===== src/rtl/ect_pkg.sv =====
// Package for the dedicated converter core timing and early interrupt block.
// Assumes a single 10 MHz clock and a simple strobe register port.
package ect_pkg;
    localparam int NCH = 26;
    localparam logic [25:0] CHAN_PRESENT = 26'h3FFFFFF;
    // Register offsets
    localparam logic [3:0] OFS_CORE0_DELAY = 4'h0;
    localparam logic [3:0] OFS_CORE0_TIMING = 4'h1;
    localparam logic [3:0] OFS_CORE1_DELAY = 4'h2;
    localparam logic [3:0] OFS_CORE1_TIMING = 4'h3;
    localparam logic [3:0] OFS_TRIG_LOW = 4'h4;
    localparam logic [3:0] OFS_TRIG_HIGH = 4'h5;
    localparam logic [3:0] OFS_EIE_LOW = 4'h6;
    localparam logic [3:0] OFS_EIE_HIGH = 4'h7;
    localparam logic [3:0] OFS_EIF_LOW = 4'h8;
    localparam logic [3:0] OFS_EIF_HIGH = 4'h9;
    localparam logic [3:0] OFS_COMMON = 4'hA;
    localparam logic [3:0] OFS_CHSEL = 4'hB;
    localparam logic [3:0] OFS_IRQ_STAT = 4'hC;
    localparam logic [3:0] OFS_IRQ_MASK = 4'hD;
    localparam logic [3:0] OFS_CORE_STATE = 4'hE;
    // Field positions
    localparam int POS_LEAD = 10;
    localparam int POS_RES = 8;
    localparam int POS_DIV = 0;
    localparam int POS_DLY_EN = 8;
    localparam int POS_CH1 = 8;
    // Reset values
    localparam logic [15:0] RST_REG = 16'h0000;
    // Delay adds two core clocks, lead adds one
    localparam logic [10:0] DELAY_BASE = 11'h002;
    localparam logic [3:0] LEAD_BASE = 4'h1;
    // Conversion lengths in core clocks per resolution
    localparam logic [3:0] CONV_12 = 4'hE;
    localparam logic [3:0] CONV_10 = 4'hC;
    localparam logic [3:0] CONV_8 = 4'hA;
    localparam logic [3:0] CONV_6 = 4'h8;

    typedef enum logic [1:0] {
        ST_IDLE = 2'b00,
        ST_SAMPLE = 2'b01,
        ST_CONVERT = 2'b10
    } ect_state_t;

    typedef struct packed {
        logic delay_en;
        logic [9:0] delay;
        logic [2:0] lead;
        logic [1:0] res;
        logic [6:0] div;
    } ect_core_cfg_t;

    typedef struct packed {
        logic sampling;
        logic converting;
        logic early;
        logic ready;
        logic [4:0] chan;
    } ect_core_stat_t;

    // Core clocks for one conversion at a given resolution
    function automatic logic [3:0] ect_conv_len(input logic [1:0] res);
        case (res)
            2'b11: ect_conv_len = CONV_12;
            2'b10: ect_conv_len = CONV_10;
            2'b01: ect_conv_len = CONV_8;
            default: ect_conv_len = CONV_6;
        endcase
    endfunction : ect_conv_len

    // High half of a channel field, bits 15-10 read zero
    function automatic logic [15:0] ect_hi(input logic [25:0] v);
        ect_hi = {6'h00, v[25:16]};
    endfunction : ect_hi
endpackage : ect_pkg


===== src/rtl/ect_common_source_divider.sv =====
// Enable divider: one output pulse every limit+1 input enables.
// Assumes en_in is a one-cycle pulse in the mclk domain.
`timescale 1ns/100ps
module ect_common_source_divider import ect_pkg::*; #(
    parameter int W = 8
) (
    // Clock and reset
    input wire logic mclk,
    input wire logic rst,
    // Divider control
    input wire logic en_in,
    input wire logic [W-1:0] limit,
    // Divided enable
    output logic pulse
);
    logic [W-1:0] cnt_r;

    // Count input enables; a lowered limit wraps at once, no long stall
    always_ff @(posedge mclk or posedge rst) begin
        if (rst) begin
            cnt_r <= '0;
        end else if (en_in) begin
            if (cnt_r >= limit) begin
                cnt_r <= '0;
            end else begin
                cnt_r <= cnt_r + 1'b1;
            end
        end
    end

    assign pulse = en_in && (cnt_r >= limit);
endmodule : ect_common_source_divider


===== src/rtl/ect_core.sv =====
// Timing sequencer for one dedicated converter core.
// Assumes core_en is a one-cycle pulse per core clock period.
`timescale 1ns/100ps
module ect_core import ect_pkg::*; (
    // Clock and reset
    input wire logic mclk,
    input wire logic rst,
    // Configuration and pacing
    input wire ect_core_cfg_t cfg,
    input wire logic core_en,
    // Trigger from the selected channel
    input wire logic trig,
    input wire logic [4:0] trig_chan,
    // Status
    output ect_core_stat_t stat
);
    ect_state_t state_r;
    logic [10:0] cnt_r;
    logic [4:0] chan_r;
    logic early_r;
    logic ready_r;
    logic [3:0] len;
    logic [3:0] lead_eff;

    // Lead counted back from the ready clock; a lead that reaches the
    // conversion length fires on its first clock, so bad codes still pulse
    assign len = ect_conv_len(cfg.res);
    assign lead_eff = ({1'b0, cfg.lead} + LEAD_BASE >= len) ? len - 4'h1 :
        {1'b0, cfg.lead} + LEAD_BASE;

    // Sequencer; a trigger while converting is ignored
    always_ff @(posedge mclk or posedge rst) begin
        if (rst) begin
            state_r <= ST_IDLE;
            cnt_r <= '0;
            chan_r <= '0;
        end else if (trig && state_r != ST_CONVERT) begin
            chan_r <= trig_chan;
            if (cfg.delay_en) begin
                state_r <= ST_SAMPLE;
                cnt_r <= {1'b0, cfg.delay} + DELAY_BASE;
            end else begin
                state_r <= ST_CONVERT;
                cnt_r <= {7'h00, len};
            end
        end else if (core_en) begin
            case (state_r)
                ST_SAMPLE: begin
                    if (cnt_r == 11'h001) begin
                        state_r <= ST_CONVERT;
                        cnt_r <= {7'h00, len};
                    end else begin
                        cnt_r <= cnt_r - 1'b1;
                    end
                end
                ST_CONVERT: begin
                    if (cnt_r == 11'h001) begin
                        state_r <= ST_IDLE;
                    end
                    cnt_r <= cnt_r - 1'b1;
                end
                default: state_r <= ST_IDLE;
            endcase
        end
    end

    // Early and ready pulses, registered
    always_ff @(posedge mclk or posedge rst) begin
        if (rst) begin
            early_r <= 1'b0;
            ready_r <= 1'b0;
        end else begin
            // Ready follows the clock at count one, so one more for the lead
            early_r <= core_en && state_r == ST_CONVERT &&
                cnt_r == {7'h00, lead_eff} + 11'h001;
            ready_r <= core_en && state_r == ST_CONVERT && cnt_r == 11'h001;
        end
    end

    assign stat.sampling = (state_r == ST_SAMPLE);
    assign stat.converting = (state_r == ST_CONVERT);
    assign stat.early = early_r;
    assign stat.ready = ready_r;
    assign stat.chan = chan_r;
endmodule : ect_core


===== src/rtl/ect_top.sv =====
// Top of the converter core timing block: registers, trigger sensing,
// dividers, two core sequencers, early flags and the interrupt.
// Assumes inputs synchronous to mclk and a one-cycle strobe register port.
//
// The address-and-strobe port and the placing of the registers were left to the implementer.
`timescale 1ns/100ps
module ect_top import ect_pkg::*; (
    // Clock and reset
    input wire logic mclk,
    input wire logic rst,
    // Register port
    input wire logic [3:0] reg_addr,
    input wire logic [15:0] reg_wdata,
    input wire logic reg_wr,
    input wire logic reg_rd,
    output logic [15:0] reg_rdata,
    // Channel triggers
    input wire logic [25:0] trig_in,
    // Result buffer read notice
    input wire logic res_rd,
    input wire logic [4:0] res_rd_chan,
    // Core status and interrupt
    output ect_core_stat_t [1:0] core_stat,
    output logic irq
);
    // Configuration registers
    logic [9:0] delay_r [2];
    logic [2:0] lead_r [2];
    logic [1:0] res_r [2];
    logic [6:0] div_r [2];
    logic [1:0] dly_en_r;
    logic [5:0] cdiv_r;
    logic [4:0] chsel_r [2];
    logic [25:0] lvl_r;
    logic [25:0] eie_r;
    logic [25:0] eif_r;
    logic [3:0] ists_r;
    logic [3:0] imask_r;
    logic [25:0] trig_prev_r;
    logic [15:0] rdata_nxt;

    // Working signals
    logic src_en;
    logic [1:0] core_en;
    logic [25:0] trig_evt;
    logic [25:0] eif_set;
    logic [25:0] eif_clr;
    logic [3:0] ists_set;
    logic [1:0] core_trig;
    ect_core_cfg_t [1:0] cfg;
    ect_core_stat_t [1:0] stat;

    // Divider limit giving twice the code in source periods, code zero taken as one
    function automatic logic [7:0] core_limit(input logic [6:0] div);
        logic [6:0] d;
        d = (div == 7'h00) ? 7'h01 : div;
        core_limit = {d, 1'b0} - 8'h01;
    endfunction : core_limit

    // One-hot of a channel number, zero for absent channels
    function automatic logic [25:0] chan_hot(input logic [4:0] ch);
        logic [25:0] h;
        h = '0;
        if (ch < 5'd26) begin
            h[ch] = 1'b1;
        end
        chan_hot = h & CHAN_PRESENT;
    endfunction : chan_hot

    // Per-core configuration registers, independent copies
    always_ff @(posedge mclk or posedge rst) begin
        if (rst) begin
            for (int i = 0; i < 2; i++) begin
                delay_r[i] <= RST_REG[9:0];
                lead_r[i] <= RST_REG[2:0];
                res_r[i] <= RST_REG[1:0];
                div_r[i] <= RST_REG[6:0];
            end
        end else if (reg_wr) begin
            case (reg_addr)
                OFS_CORE0_DELAY: delay_r[0] <= reg_wdata[9:0];
                OFS_CORE1_DELAY: delay_r[1] <= reg_wdata[9:0];
                OFS_CORE0_TIMING: begin
                    lead_r[0] <= reg_wdata[POS_LEAD+:3];
                    res_r[0] <= reg_wdata[POS_RES+:2];
                    div_r[0] <= reg_wdata[POS_DIV+:7];
                end
                OFS_CORE1_TIMING: begin
                    lead_r[1] <= reg_wdata[POS_LEAD+:3];
                    res_r[1] <= reg_wdata[POS_RES+:2];
                    div_r[1] <= reg_wdata[POS_DIV+:7];
                end
                default: ;
            endcase
        end
    end

    // Common divider, delay enables and channel selection
    always_ff @(posedge mclk or posedge rst) begin
        if (rst) begin
            cdiv_r <= RST_REG[5:0];
            dly_en_r <= RST_REG[1:0];
            chsel_r[0] <= RST_REG[4:0];
            chsel_r[1] <= RST_REG[4:0];
        end else if (reg_wr) begin
            case (reg_addr)
                OFS_COMMON: begin
                    cdiv_r <= reg_wdata[5:0];
                    dly_en_r <= reg_wdata[POS_DLY_EN+:2];
                end
                OFS_CHSEL: begin
                    chsel_r[0] <= reg_wdata[4:0];
                    chsel_r[1] <= reg_wdata[POS_CH1+:5];
                end
                default: ;
            endcase
        end
    end

    // Channel trigger sense and early enables, absent bits stay zero
    always_ff @(posedge mclk or posedge rst) begin
        if (rst) begin
            lvl_r <= '0;
            eie_r <= '0;
        end else if (reg_wr) begin
            case (reg_addr)
                OFS_TRIG_LOW: lvl_r[15:0] <= reg_wdata & CHAN_PRESENT[15:0];
                OFS_TRIG_HIGH:
                    lvl_r[25:16] <= reg_wdata[9:0] & CHAN_PRESENT[25:16];
                OFS_EIE_LOW: eie_r[15:0] <= reg_wdata & CHAN_PRESENT[15:0];
                OFS_EIE_HIGH:
                    eie_r[25:16] <= reg_wdata[9:0] & CHAN_PRESENT[25:16];
                default: ;
            endcase
        end
    end

    // Previous trigger levels for edge detection
    always_ff @(posedge mclk or posedge rst) begin
        if (rst) begin
            trig_prev_r <= '0;
        end else begin
            trig_prev_r <= trig_in;
        end
    end

    // Level mode retriggers while high; edge mode needs a rising edge
    assign trig_evt = CHAN_PRESENT & ((lvl_r & trig_in) |
        (~lvl_r & trig_in & ~trig_prev_r));

    // Common source clock enable, divide by code plus one
    ect_common_source_divider #(.W(6)) u_srcdiv (
        .mclk(mclk),
        .rst(rst),
        .en_in(1'b1),
        .limit(cdiv_r),
        .pulse(src_en)
    );

    // Per-core dividers, configuration and sequencers
    for (genvar c = 0; c < 2; c++) begin : g_core
        ect_common_source_divider #(.W(8)) u_corediv (
            .mclk(mclk),
            .rst(rst),
            .en_in(src_en),
            .limit(core_limit(div_r[c])),
            .pulse(core_en[c])
        );

        assign cfg[c].delay_en = dly_en_r[c];
        assign cfg[c].delay = delay_r[c];
        assign cfg[c].lead = lead_r[c];
        assign cfg[c].res = res_r[c];
        assign cfg[c].div = div_r[c];
        assign core_trig[c] = |(trig_evt & chan_hot(chsel_r[c]));

        ect_core u_core (
            .mclk(mclk),
            .rst(rst),
            .cfg(cfg[c]),
            .core_en(core_en[c]),
            .trig(core_trig[c]),
            .trig_chan(chsel_r[c]),
            .stat(stat[c])
        );
    end

    assign core_stat = stat;

    // Early flag set and clear terms; an out-of-range lead is clamped in the core
    assign eif_set = ({26{stat[0].early}} & chan_hot(stat[0].chan) |
        {26{stat[1].early}} & chan_hot(stat[1].chan)) & eie_r;
    assign eif_clr = {26{res_rd}} & chan_hot(res_rd_chan);

    // Early flags: a result read clears, a coincident set wins
    always_ff @(posedge mclk or posedge rst) begin
        if (rst) begin
            eif_r <= '0;
        end else begin
            eif_r <= (eif_r & ~eif_clr) | eif_set;
        end
    end

    // Interrupt events: early per core (when enabled), ready per core
    assign ists_set = {stat[1].ready, stat[0].ready,
        |(eif_set & chan_hot(stat[1].chan)),
        |(eif_set & chan_hot(stat[0].chan))};

    // Sticky status, write one to clear, set wins
    always_ff @(posedge mclk or posedge rst) begin
        if (rst) begin
            ists_r <= '0;
        end else if (reg_wr && reg_addr == OFS_IRQ_STAT) begin
            ists_r <= (ists_r & ~reg_wdata[3:0]) | ists_set;
        end else begin
            ists_r <= ists_r | ists_set;
        end
    end

    // Interrupt mask
    always_ff @(posedge mclk or posedge rst) begin
        if (rst) begin
            imask_r <= '0;
        end else if (reg_wr && reg_addr == OFS_IRQ_MASK) begin
            imask_r <= reg_wdata[3:0];
        end
    end

    // Level interrupt, gated by the mask
    assign irq = |(ists_r & imask_r);

    // Read data selection; unmapped offsets read zero
    always_comb begin
        rdata_nxt = RST_REG;
        case (reg_addr)
            OFS_CORE0_DELAY: rdata_nxt = {6'h00, delay_r[0]};
            OFS_CORE1_DELAY: rdata_nxt = {6'h00, delay_r[1]};
            OFS_CORE0_TIMING:
                rdata_nxt = {3'h0, lead_r[0], res_r[0], 1'b0, div_r[0]};
            OFS_CORE1_TIMING:
                rdata_nxt = {3'h0, lead_r[1], res_r[1], 1'b0, div_r[1]};
            OFS_TRIG_LOW: rdata_nxt = lvl_r[15:0];
            OFS_TRIG_HIGH: rdata_nxt = ect_hi(lvl_r);
            OFS_EIE_LOW: rdata_nxt = eie_r[15:0];
            OFS_EIE_HIGH: rdata_nxt = ect_hi(eie_r);
            OFS_EIF_LOW: rdata_nxt = eif_r[15:0];
            OFS_EIF_HIGH: rdata_nxt = ect_hi(eif_r);
            OFS_COMMON: rdata_nxt = {6'h00, dly_en_r, 2'h0, cdiv_r};
            OFS_CHSEL: rdata_nxt = {3'h0, chsel_r[1], 3'h0, chsel_r[0]};
            OFS_IRQ_STAT: rdata_nxt = {12'h000, ists_r};
            OFS_IRQ_MASK: rdata_nxt = {12'h000, imask_r};
            OFS_CORE_STATE: rdata_nxt = {12'h000, stat[1].converting,
                stat[1].sampling, stat[0].converting, stat[0].sampling};
            default: rdata_nxt = RST_REG;
        endcase
    end

    // Read data register, valid the cycle after the strobe only
    always_ff @(posedge mclk or posedge rst) begin
        if (rst) begin
            reg_rdata <= RST_REG;
        end else if (reg_rd) begin
            reg_rdata <= rdata_nxt;
        end else begin
            reg_rdata <= RST_REG;
        end
    end
endmodule : ect_top


===== config.mk =====
export PLATFORM = sky130hd
export DESIGN_NAME = ect_top
export DESIGN_NICKNAME = d
export VERILOG_FILES = /design/src/rtl/ect_pkg.sv /design/src/rtl/ect_common_source_divider.sv /design/src/rtl/ect_core.sv /design/src/rtl/ect_top.sv
export SDC_FILE = /design/constraint.sdc
export NUM_CORES = 1
export LEC_CHECK = 0
export ABC_AREA = 0
export BUFFER_PORTS_ARGS = -buffer_cell sky130_fd_sc_hd__buf_2
export CORE_ASPECT_RATIO = 1.4
export CORE_MARGIN = 2
export CORE_UTILIZATION = 50
export CTS_CLUSTER_DIAMETER = 100
export DETAILED_ROUTE_END_ITERATION = 7
export PLACE_DENSITY = 0.68
export SYNTH_ARGS = -nofsm -noshare
export SYNTH_HDL_FRONTEND = slang
export SYNTH_SLANG_ARGS = --single-unit

===== constraint.sdc =====
create_clock -name mclk -period 9.9 [get_ports mclk]
set_clock_uncertainty 0.1 [all_clocks]
set_input_delay 1.485 -clock mclk [delete_from_list [all_inputs] [get_ports mclk]]
set_output_delay 1.485 -clock mclk [all_outputs]
set_load 0.03 [all_outputs]

==> results.json, run 1 <==
{
  "cpMaxStageDelayCell": "nor2_1",
  "yosysSeqAreaShare_pct": 43.7,
  "timing.setup.tns_ns": 0,
  "critPathKind": "flop to flop",
  "die_w_um": 148,
  "critical_path.cell_chain": "nor4_1 -> a21o_1 -> inv_1 -> ha_1 -> xnor2_1 -> ha_1 -> o21ai_0 -> o21ai_0 -> a221o_1 -> nand2_1 -> nor2_1 -> nand3_1 -> o31ai_1 -> o221ai_2",
  "yosysWarnings": 0,
  "grt_overflow_total": 0,
  "worst_ep_required_time_ns": 10.24,
  "fillers": 2508,
  "cts-resized-gates": 0,
  "routed_wl_um": 48200,
  "sw_frac_of_total_pct": 39.6,
  "worstSetupEndpointType": "flop",
  "ir_drop_v": 0.000204,
  "num_io_pins": 91,
  "grt_setup_unrepaired": "no",
  "worst_skew_pair.late_latency_ns": 0.57,
  "gp_congestion": 1.01,
  "antenna_found_initial": 0,
  "yosys.cell_types.count": 93,
  "cell_internal_pwr_mw": 2.48,
  "synth_area_leader_cell": "dfrtp_1",
  "design.final.nets": 1635,
  "area_fraction_of_the_dominant_cell_type_after_synthesis_pct": 43.7,
  "synth_area_um2": 14400,
  "clock_transition_at_the_registers_of_the_reported_paths_ns": 0.07,
  "groute.layer.met3.usage_pct": 4.25,
  "starting_utilization_of_the_core_area_pct": 50.8,
  "cts_hold_buf": 0,
  "gr-usage-met2_pct": 53.8,
  "grt_pass1_wl_um": 73000,
  "htreeDepth": 1,
  "dp_hpwl_um": 36200,
  "ys_top_cells_by_count": "252 x dfrtp_1, 142 x nand2_1, 126 x mux2_2",
  "period_share_pct": 43.5,
  "vias": 12400,
  "fmax_ghz": 0.232,
  "seq_area_um2": 6310,
  "post-cts-setup-buffer-count": 0,
  "avgRoutedWirePerCell_um": 25.1,
  "most_area_consuming_cells_after_synthesis": "dfrtp_1 44%, mux2_2 9.8%, ha_1 4.7%, nand2_1 3.7%, o21ai_0 3.4%",
  "min-delay-path-class": "flop to flop",
  "vias_per_cell": 6.45,
  "synth-main-ff-cell": "dfrtp_1",
  "worst_slew_pin_slew_ns": 1.04,
  "power.leakage_nw": 6.92,
  "outcome": "finished clean",
  "synth-edff-count": 0,
  "grt_max_degree": 112,
  "grt_usage_pct": 31.8,
  "part_of_the_power_in_combinational_logic_pct": 32.7,
  "floorplan.rows": 73,
  "min_period_ns": 4.30,
  "final.hold.worst_slack_ns": 0.386,
  "number_of_synthesized_register_bits": 252,
  "dieArea_um2": 30300,
  "cts_num_sinks": 252,
  "clockBufferDepth": 3,
  "first_global_vias": 12100,
  "syn_nets": 1571,
  "max_cap_violation_count": 0,
  "drc": 0,
  "cts_root_buffer": "clkbuf_16",
  "port_buffers": 90,
  "p_sw_mw": 1.63,
  "syn_inst": 1461,
  "timing.max_slew.rel_slack_pct": 30.5,
  "crit_arrival_ns": 4.64,
  "fp.coreArea_um2": 28400,
  "setup_viol": 0,
  "drtAntennaViolNets": 0,
  "area_added_between_synthesis_and_finish_pct": 11.8,
  "ys_async_rst_share_pct": 100,
  "clock_tree_from_tritoncts": "done",
  "tritoncts.num_buffers": 27,
  "num_antenna_cells": 0,
  "drt_iter0_markers": 1130,
  "die_height_um": 205,
  "multi_input_area_um2": 7600,
  "synth.most_common_cell": "dfrtp_1",
  "busiest_layer": "met2",
  "detailed_routing_iteration_count_for_the_pre_antenna_repair_pass": 6,
  "slew_viol_final": 0,
  "r2r_setup_slack_ns": 5.60,
  "cp-start-kind": "flop",
  "register_share_of_total_power_pct": 40.8,
  "power.density_nw_per_um2": 254,
  "use_met1_pct": 38.9,
  "layout_cells_sized_above_1_pct": 20.4,
  "syn_avg_cell_area_um2": 9.88,
  "largest_fanout_on_the_critical_path": 15,
  "p_clk_share_pct": 26.5,
  "crit_path_max_incr_delay_ns": 0.80,
  "hold_viol_final": 0
}
## worst paths after layout
kind                           start                         to  cells past startpoint
min in group asynchronous        rst  g_core[0].u_core.cnt_r[9]                      2
max in group asynchronous        rst                     cfg[9]                      4
max reg2reg                   cfg[4]  g_core[0].u_core.cnt_r[8]                     14
min                        eif_r[25]                  eif_r[25]                      2
min reg2reg                eif_r[25]                  eif_r[25]                      2
max                           cfg[4]  g_core[0].u_core.cnt_r[8]                     14
## layer usage
layer  part of all wire, %  routed length, um
met1                    38              18400
met2                    48              23300
met3                   6.5               3150
met4                   7.0               3380
met5                     0                  0
## sequential cells by signal, indices dropped and copies added (netlist names), 6 cells and up
signal / count
g_core.u_core.cnt_r: 22
g_core.u_core.chan_r: 10
eie_r: 26
u_srcdiv.cnt_r: 6
chsel_r: 10
cdiv_r: 6
eif_r: 26
g_core.u_corediv.cnt_r: 16
lvl_r: 26
cfg: 44
reg_rdata: 16
trig_prev_r: 26
## critical path, delay by kind of cell (launching register included)
family,cells,cell delay [ns]
flops,1,0.43
compound gates,6,1.28
buf+inv,1,0.06
fa+ha+maj,2,0.49
simple gates,4,1.69
xor+xnor,1,0.14
## cell type report
| cell class | instances | share of cell area [%] |
|---|---|---|
| clock buffers | 37 | 4.98 |
| repair buffers | 104 | 3.44 |
| inverters | 62 | 1.49 |
| well taps | 375 | 2.91 |
| clock inverters | 11 | 0.985 |
| multi-input cells | 1078 | 47.1 |
| flip-flops and latches | 252 | 39.1 |
## layout by cell type (no fill, tap or decap), drive strengths merged, types with 38 or more instances in the layout
| cell type | instances |
|---|---|
| mux2 | 126 |
| buf | 104 |
| o21ai | 104 |
| ha | 54 |
| nor2 | 87 |
| nand2 | 143 |
| nand3 | 62 |
| a21oi | 44 |
| inv | 62 |
| dfrtp | 252 |
| o22ai | 41 |
| a22oi | 38 |
## power by group through the flow
stage	combinational, mW	clock [mW]	sequential (mW)
detailed placement	1.33	0	1.68
floorplan	1.05	0	1.50
global placement	1.30	0	1.67
finish	1.34	1.09	1.68
global route	1.49	1.14	1.70
CTS	1.34	1.10	1.66
## kinds of logic after synthesis
| group | share of synthesized area, % |
|---|---|
| mux | 11.0 |
| xor+xnor | 2.67 |
| compound gates | 18.5 |
| fa+ha+maj | 4.68 |
| simple gates | 15.8 |
| flops | 43.7 |
| buf+inv | 3.69 |
## metrics by stage
stage | utilization [%] | instance area, um2 | instances | power (mW) | worst slack, ns
after floorplan | - | 14400 | 1461 | 2.55 | 1.39
after global routing | 56.8 | 16100 | 1919 | 4.32 | 5.27
after global placement | 53.4 | 15200 | 1871 | 2.97 | 5.47
after CTS | 56.8 | 16100 | 1919 | 4.10 | 5.65
final | 56.8 | 16100 | 1919 | 4.10 | 5.60
after detailed placement | 53.4 | 15200 | 1871 | 3.00 | 5.55
No activity file was read; power rests on OpenSTA's default activity.
==> run 2: changes to the inputs <==
==> constraint.sdc (replaced) <==
create_clock -name mclk -period 4.2 [get_ports mclk]
set_clock_uncertainty 0.1 [all_clocks]
set_input_delay 0.63 -clock mclk [delete_from_list [all_inputs] [get_ports mclk]]
set_output_delay 0.63 -clock mclk [all_outputs]
set_load 0.03 [all_outputs]
==> run 2 against run 1 <==
Power increased by 140%. Cell area increased by 0.39%. Largest cell class unchanged. Die area unchanged. Critical path depth decreased by 2. Clock-buffer cell count decreased by 4. Largest power group unchanged. Hold slack got worse by 0.31 ns. Routed wire length decreased by 0.94%.
==> results.json, run 2 (synthesized netlist as in run 1, its figures left out) <==
{
  "outcome": "finished clean",
  "slew_viol_final": 0,
  "layout_cells_sized_above_1_pct": 20.8,
  "multi_input_area_um2": 7600,
  "layout_commonest_cell": "dfrtp_1",
  "grt_max_degree": 175,
  "cp_num_buf_inv": 1,
  "setup_viol": 0,
  "crit_path_max_incr_delay_ns": 0.45,
  "dieArea_um2": 30300,
  "avgRoutedWirePerCell_um": 24.8,
  "period_share_pct": 91.1,
  "mostFrequentLayoutCells": "252 x dfrtp_1, 142 x nand2_1, 126 x mux2_2",
  "drt_iter0_markers": 1224,
  "cts_num_sinks": 252,
  "design.final.nets": 1644,
  "critPathKind": "flop to flop",
  "detailed_routing_iteration_count_for_the_pre_antenna_repair_pass": 7,
  "fmax_ghz": 0.261,
  "cp_top_family": "compound AO/OA/AOI/OAI gates",
  "worst_slew_pin_slew_ns": 1.04,
  "first_global_vias": 12300,
  "critical_path.cell_chain": "nor4_1 -> a21o_1 -> inv_1 -> ha_1 -> ha_1 -> a21o_1 -> a2111oi_0 -> o21ai_1 -> nand2_2 -> a2bb2oi_2 -> nor2_1 -> a221o_1",
  "timing.setup.tns_ns": 0,
  "gp_congestion": 1.01,
  "num_io_pins": 91,
  "cp-start-kind": "flop",
  "min-delay-path-class": "input pin to flop",
  "floorplan.rows": 73,
  "fillers": 2462,
  "cts_hold_buf": 0,
  "die_height_um": 205,
  "clock_tree_from_tritoncts": "done",
  "clock_transition_at_the_registers_of_the_reported_paths_ns": 0.07,
  "vias_per_cell": 6.47,
  "grt_overflow_total": 0,
  "worstSetupEndpointType": "flop",
  "max_cap_violation_count": 0,
  "cts-resized-gates": 0,
  "fp.coreArea_um2": 28400,
  "post-cts-setup-buffer-count": 0,
  "power.density_nw_per_um2": 599,
  "num_antenna_cells": 0,
  "vias": 12500,
  "grt_usage_pct": 31.9,
  "starting_utilization_of_the_core_area_pct": 50.8,
  "worst_ep_required_time_ns": 4.56,
  "timing.max_slew.rel_slack_pct": 30.5,
  "die_w_um": 148,
  "min_period_ns": 3.82,
  "cpMaxStageDelayCell": "dfrtp_1",
  "tritoncts.num_buffers": 26,
  "largest_fanout_on_the_critical_path": 8,
  "crit_arrival_ns": 4.18,
  "ir_drop_v": 0.000392,
  "cts_root_buffer": "clkbuf_16",
  "preCtsSetupSlack_ns": 0.425,
  "drtAntennaViolNets": 0,
  "largest_register_ffs": 44,
  "area_added_between_synthesis_and_finish_pct": 12.2,
  "drc": 0,
  "smallest_setup_slack_after_layout_ns": 0.375,
  "hold_viol_final": 0,
  "seq_area_um2": 6310,
  "antenna_found_initial": 1,
  "htreeDepth": 1,
  "dp_hpwl_um": 35600,
  "port_buffers": 90,
  "clockBufferDepth": 3,
  "worst_skew_pair.late_latency_ns": 0.57,
  "grt_setup_unrepaired": "no",
  "power.leakage_nw": 6.95,
  "grt_pass1_wl_um": 73400,
  "routed_wl_um": 47700
}
[run 2: cell types whose count changed in the layout (fill, tap and decap cells not counted), sizes merged]
| cell | delta |
|---|---|
| buf | +10 |
| clkbuf | -4 |
| clkinv | -2 |
| clkinvlp | +2 |
| inv | +2 |
| bufinv | +1 |
[run 2: area by class of cell]
type | instances | area share, %
inverter | 62 | 1.46
clock inverter | 14 | 1.29
sequential | 252 | 38.9
multi-input combinational | 1078 | 46.9
tap | 375 | 2.90
clock buffer | 33 | 4.55
timing repair buffer | 114 | 3.97
[run 2: through the flow]
step	util [%]	instances	hold WS [ns]	area [um2]	total power, mW
floorplan	-	1461	0.329	14400	6.02
global placement	53.7	1881	0.381	15300	7.04
detailed placement	53.7	1881	0.386	15300	7.11
CTS	57.0	1928	0.0546	16200	9.67
global route	57.0	1928	0.0570	16200	10.2
finish	57.0	1928	0.0778	16200	9.70
[run 2: metal layers]
metal	global-route usage, %	up-vias	wire length, um
li1	-	5545	-
met1	39.1	6173	18300
met2	53.2	600	23100
met5	0	-	0
met3	4.54	158	3160
met4	19.6	0	3180
[run 2: power by group]
group / switching [mW] / leakage, nW / total, mW / internal (mW)
combinational: 1.86 / 3.39 / 3.22 / 1.36
clock: 1.04 / 0.459 / 2.55 / 1.50
sequential: 0.950 / 3.10 / 3.93 / 2.98
total: 3.85 / 6.95 / 9.70 / 5.85
[run 2: final timing paths]
| path | to | cells past startpoint | slack (ns) | from |
|---|---|---|---|---|
| setup / recovery | g_core[1].u_core.cnt_r[5] | 12 | 0.38 | cfg[25] |
| hold / removal | trig_prev_r[23] | 1 | 0.08 | trig_in[23] |
| setup reg to reg | g_core[1].u_core.cnt_r[5] | 12 | 0.38 | cfg[25] |
| hold reg to reg | u_srcdiv.cnt_r[0] | 1 | 0.39 | u_srcdiv.cnt_r[0] |
| max in group asynchronous | cfg[26] | 3 | 2.98 | rst |
| min in group asynchronous | g_core[0].u_core.cnt_r[9] | 3 | 0.17 | rst |
[run 2: worst register-to-register path: stages, from the launching register on]
cell and delay [ns]:
dfrtp_1 0.45, nor4_1 0.42, a21o_1 0.24, inv_1 0.06
ha_1 0.27, ha_1 0.27, a21o_1 0.16, a2111oi_0 0.43
o21ai_1 0.28, nand2_2 0.23, a2bb2oi_2 0.33, nor2_1 0.13
a221o_1 0.37
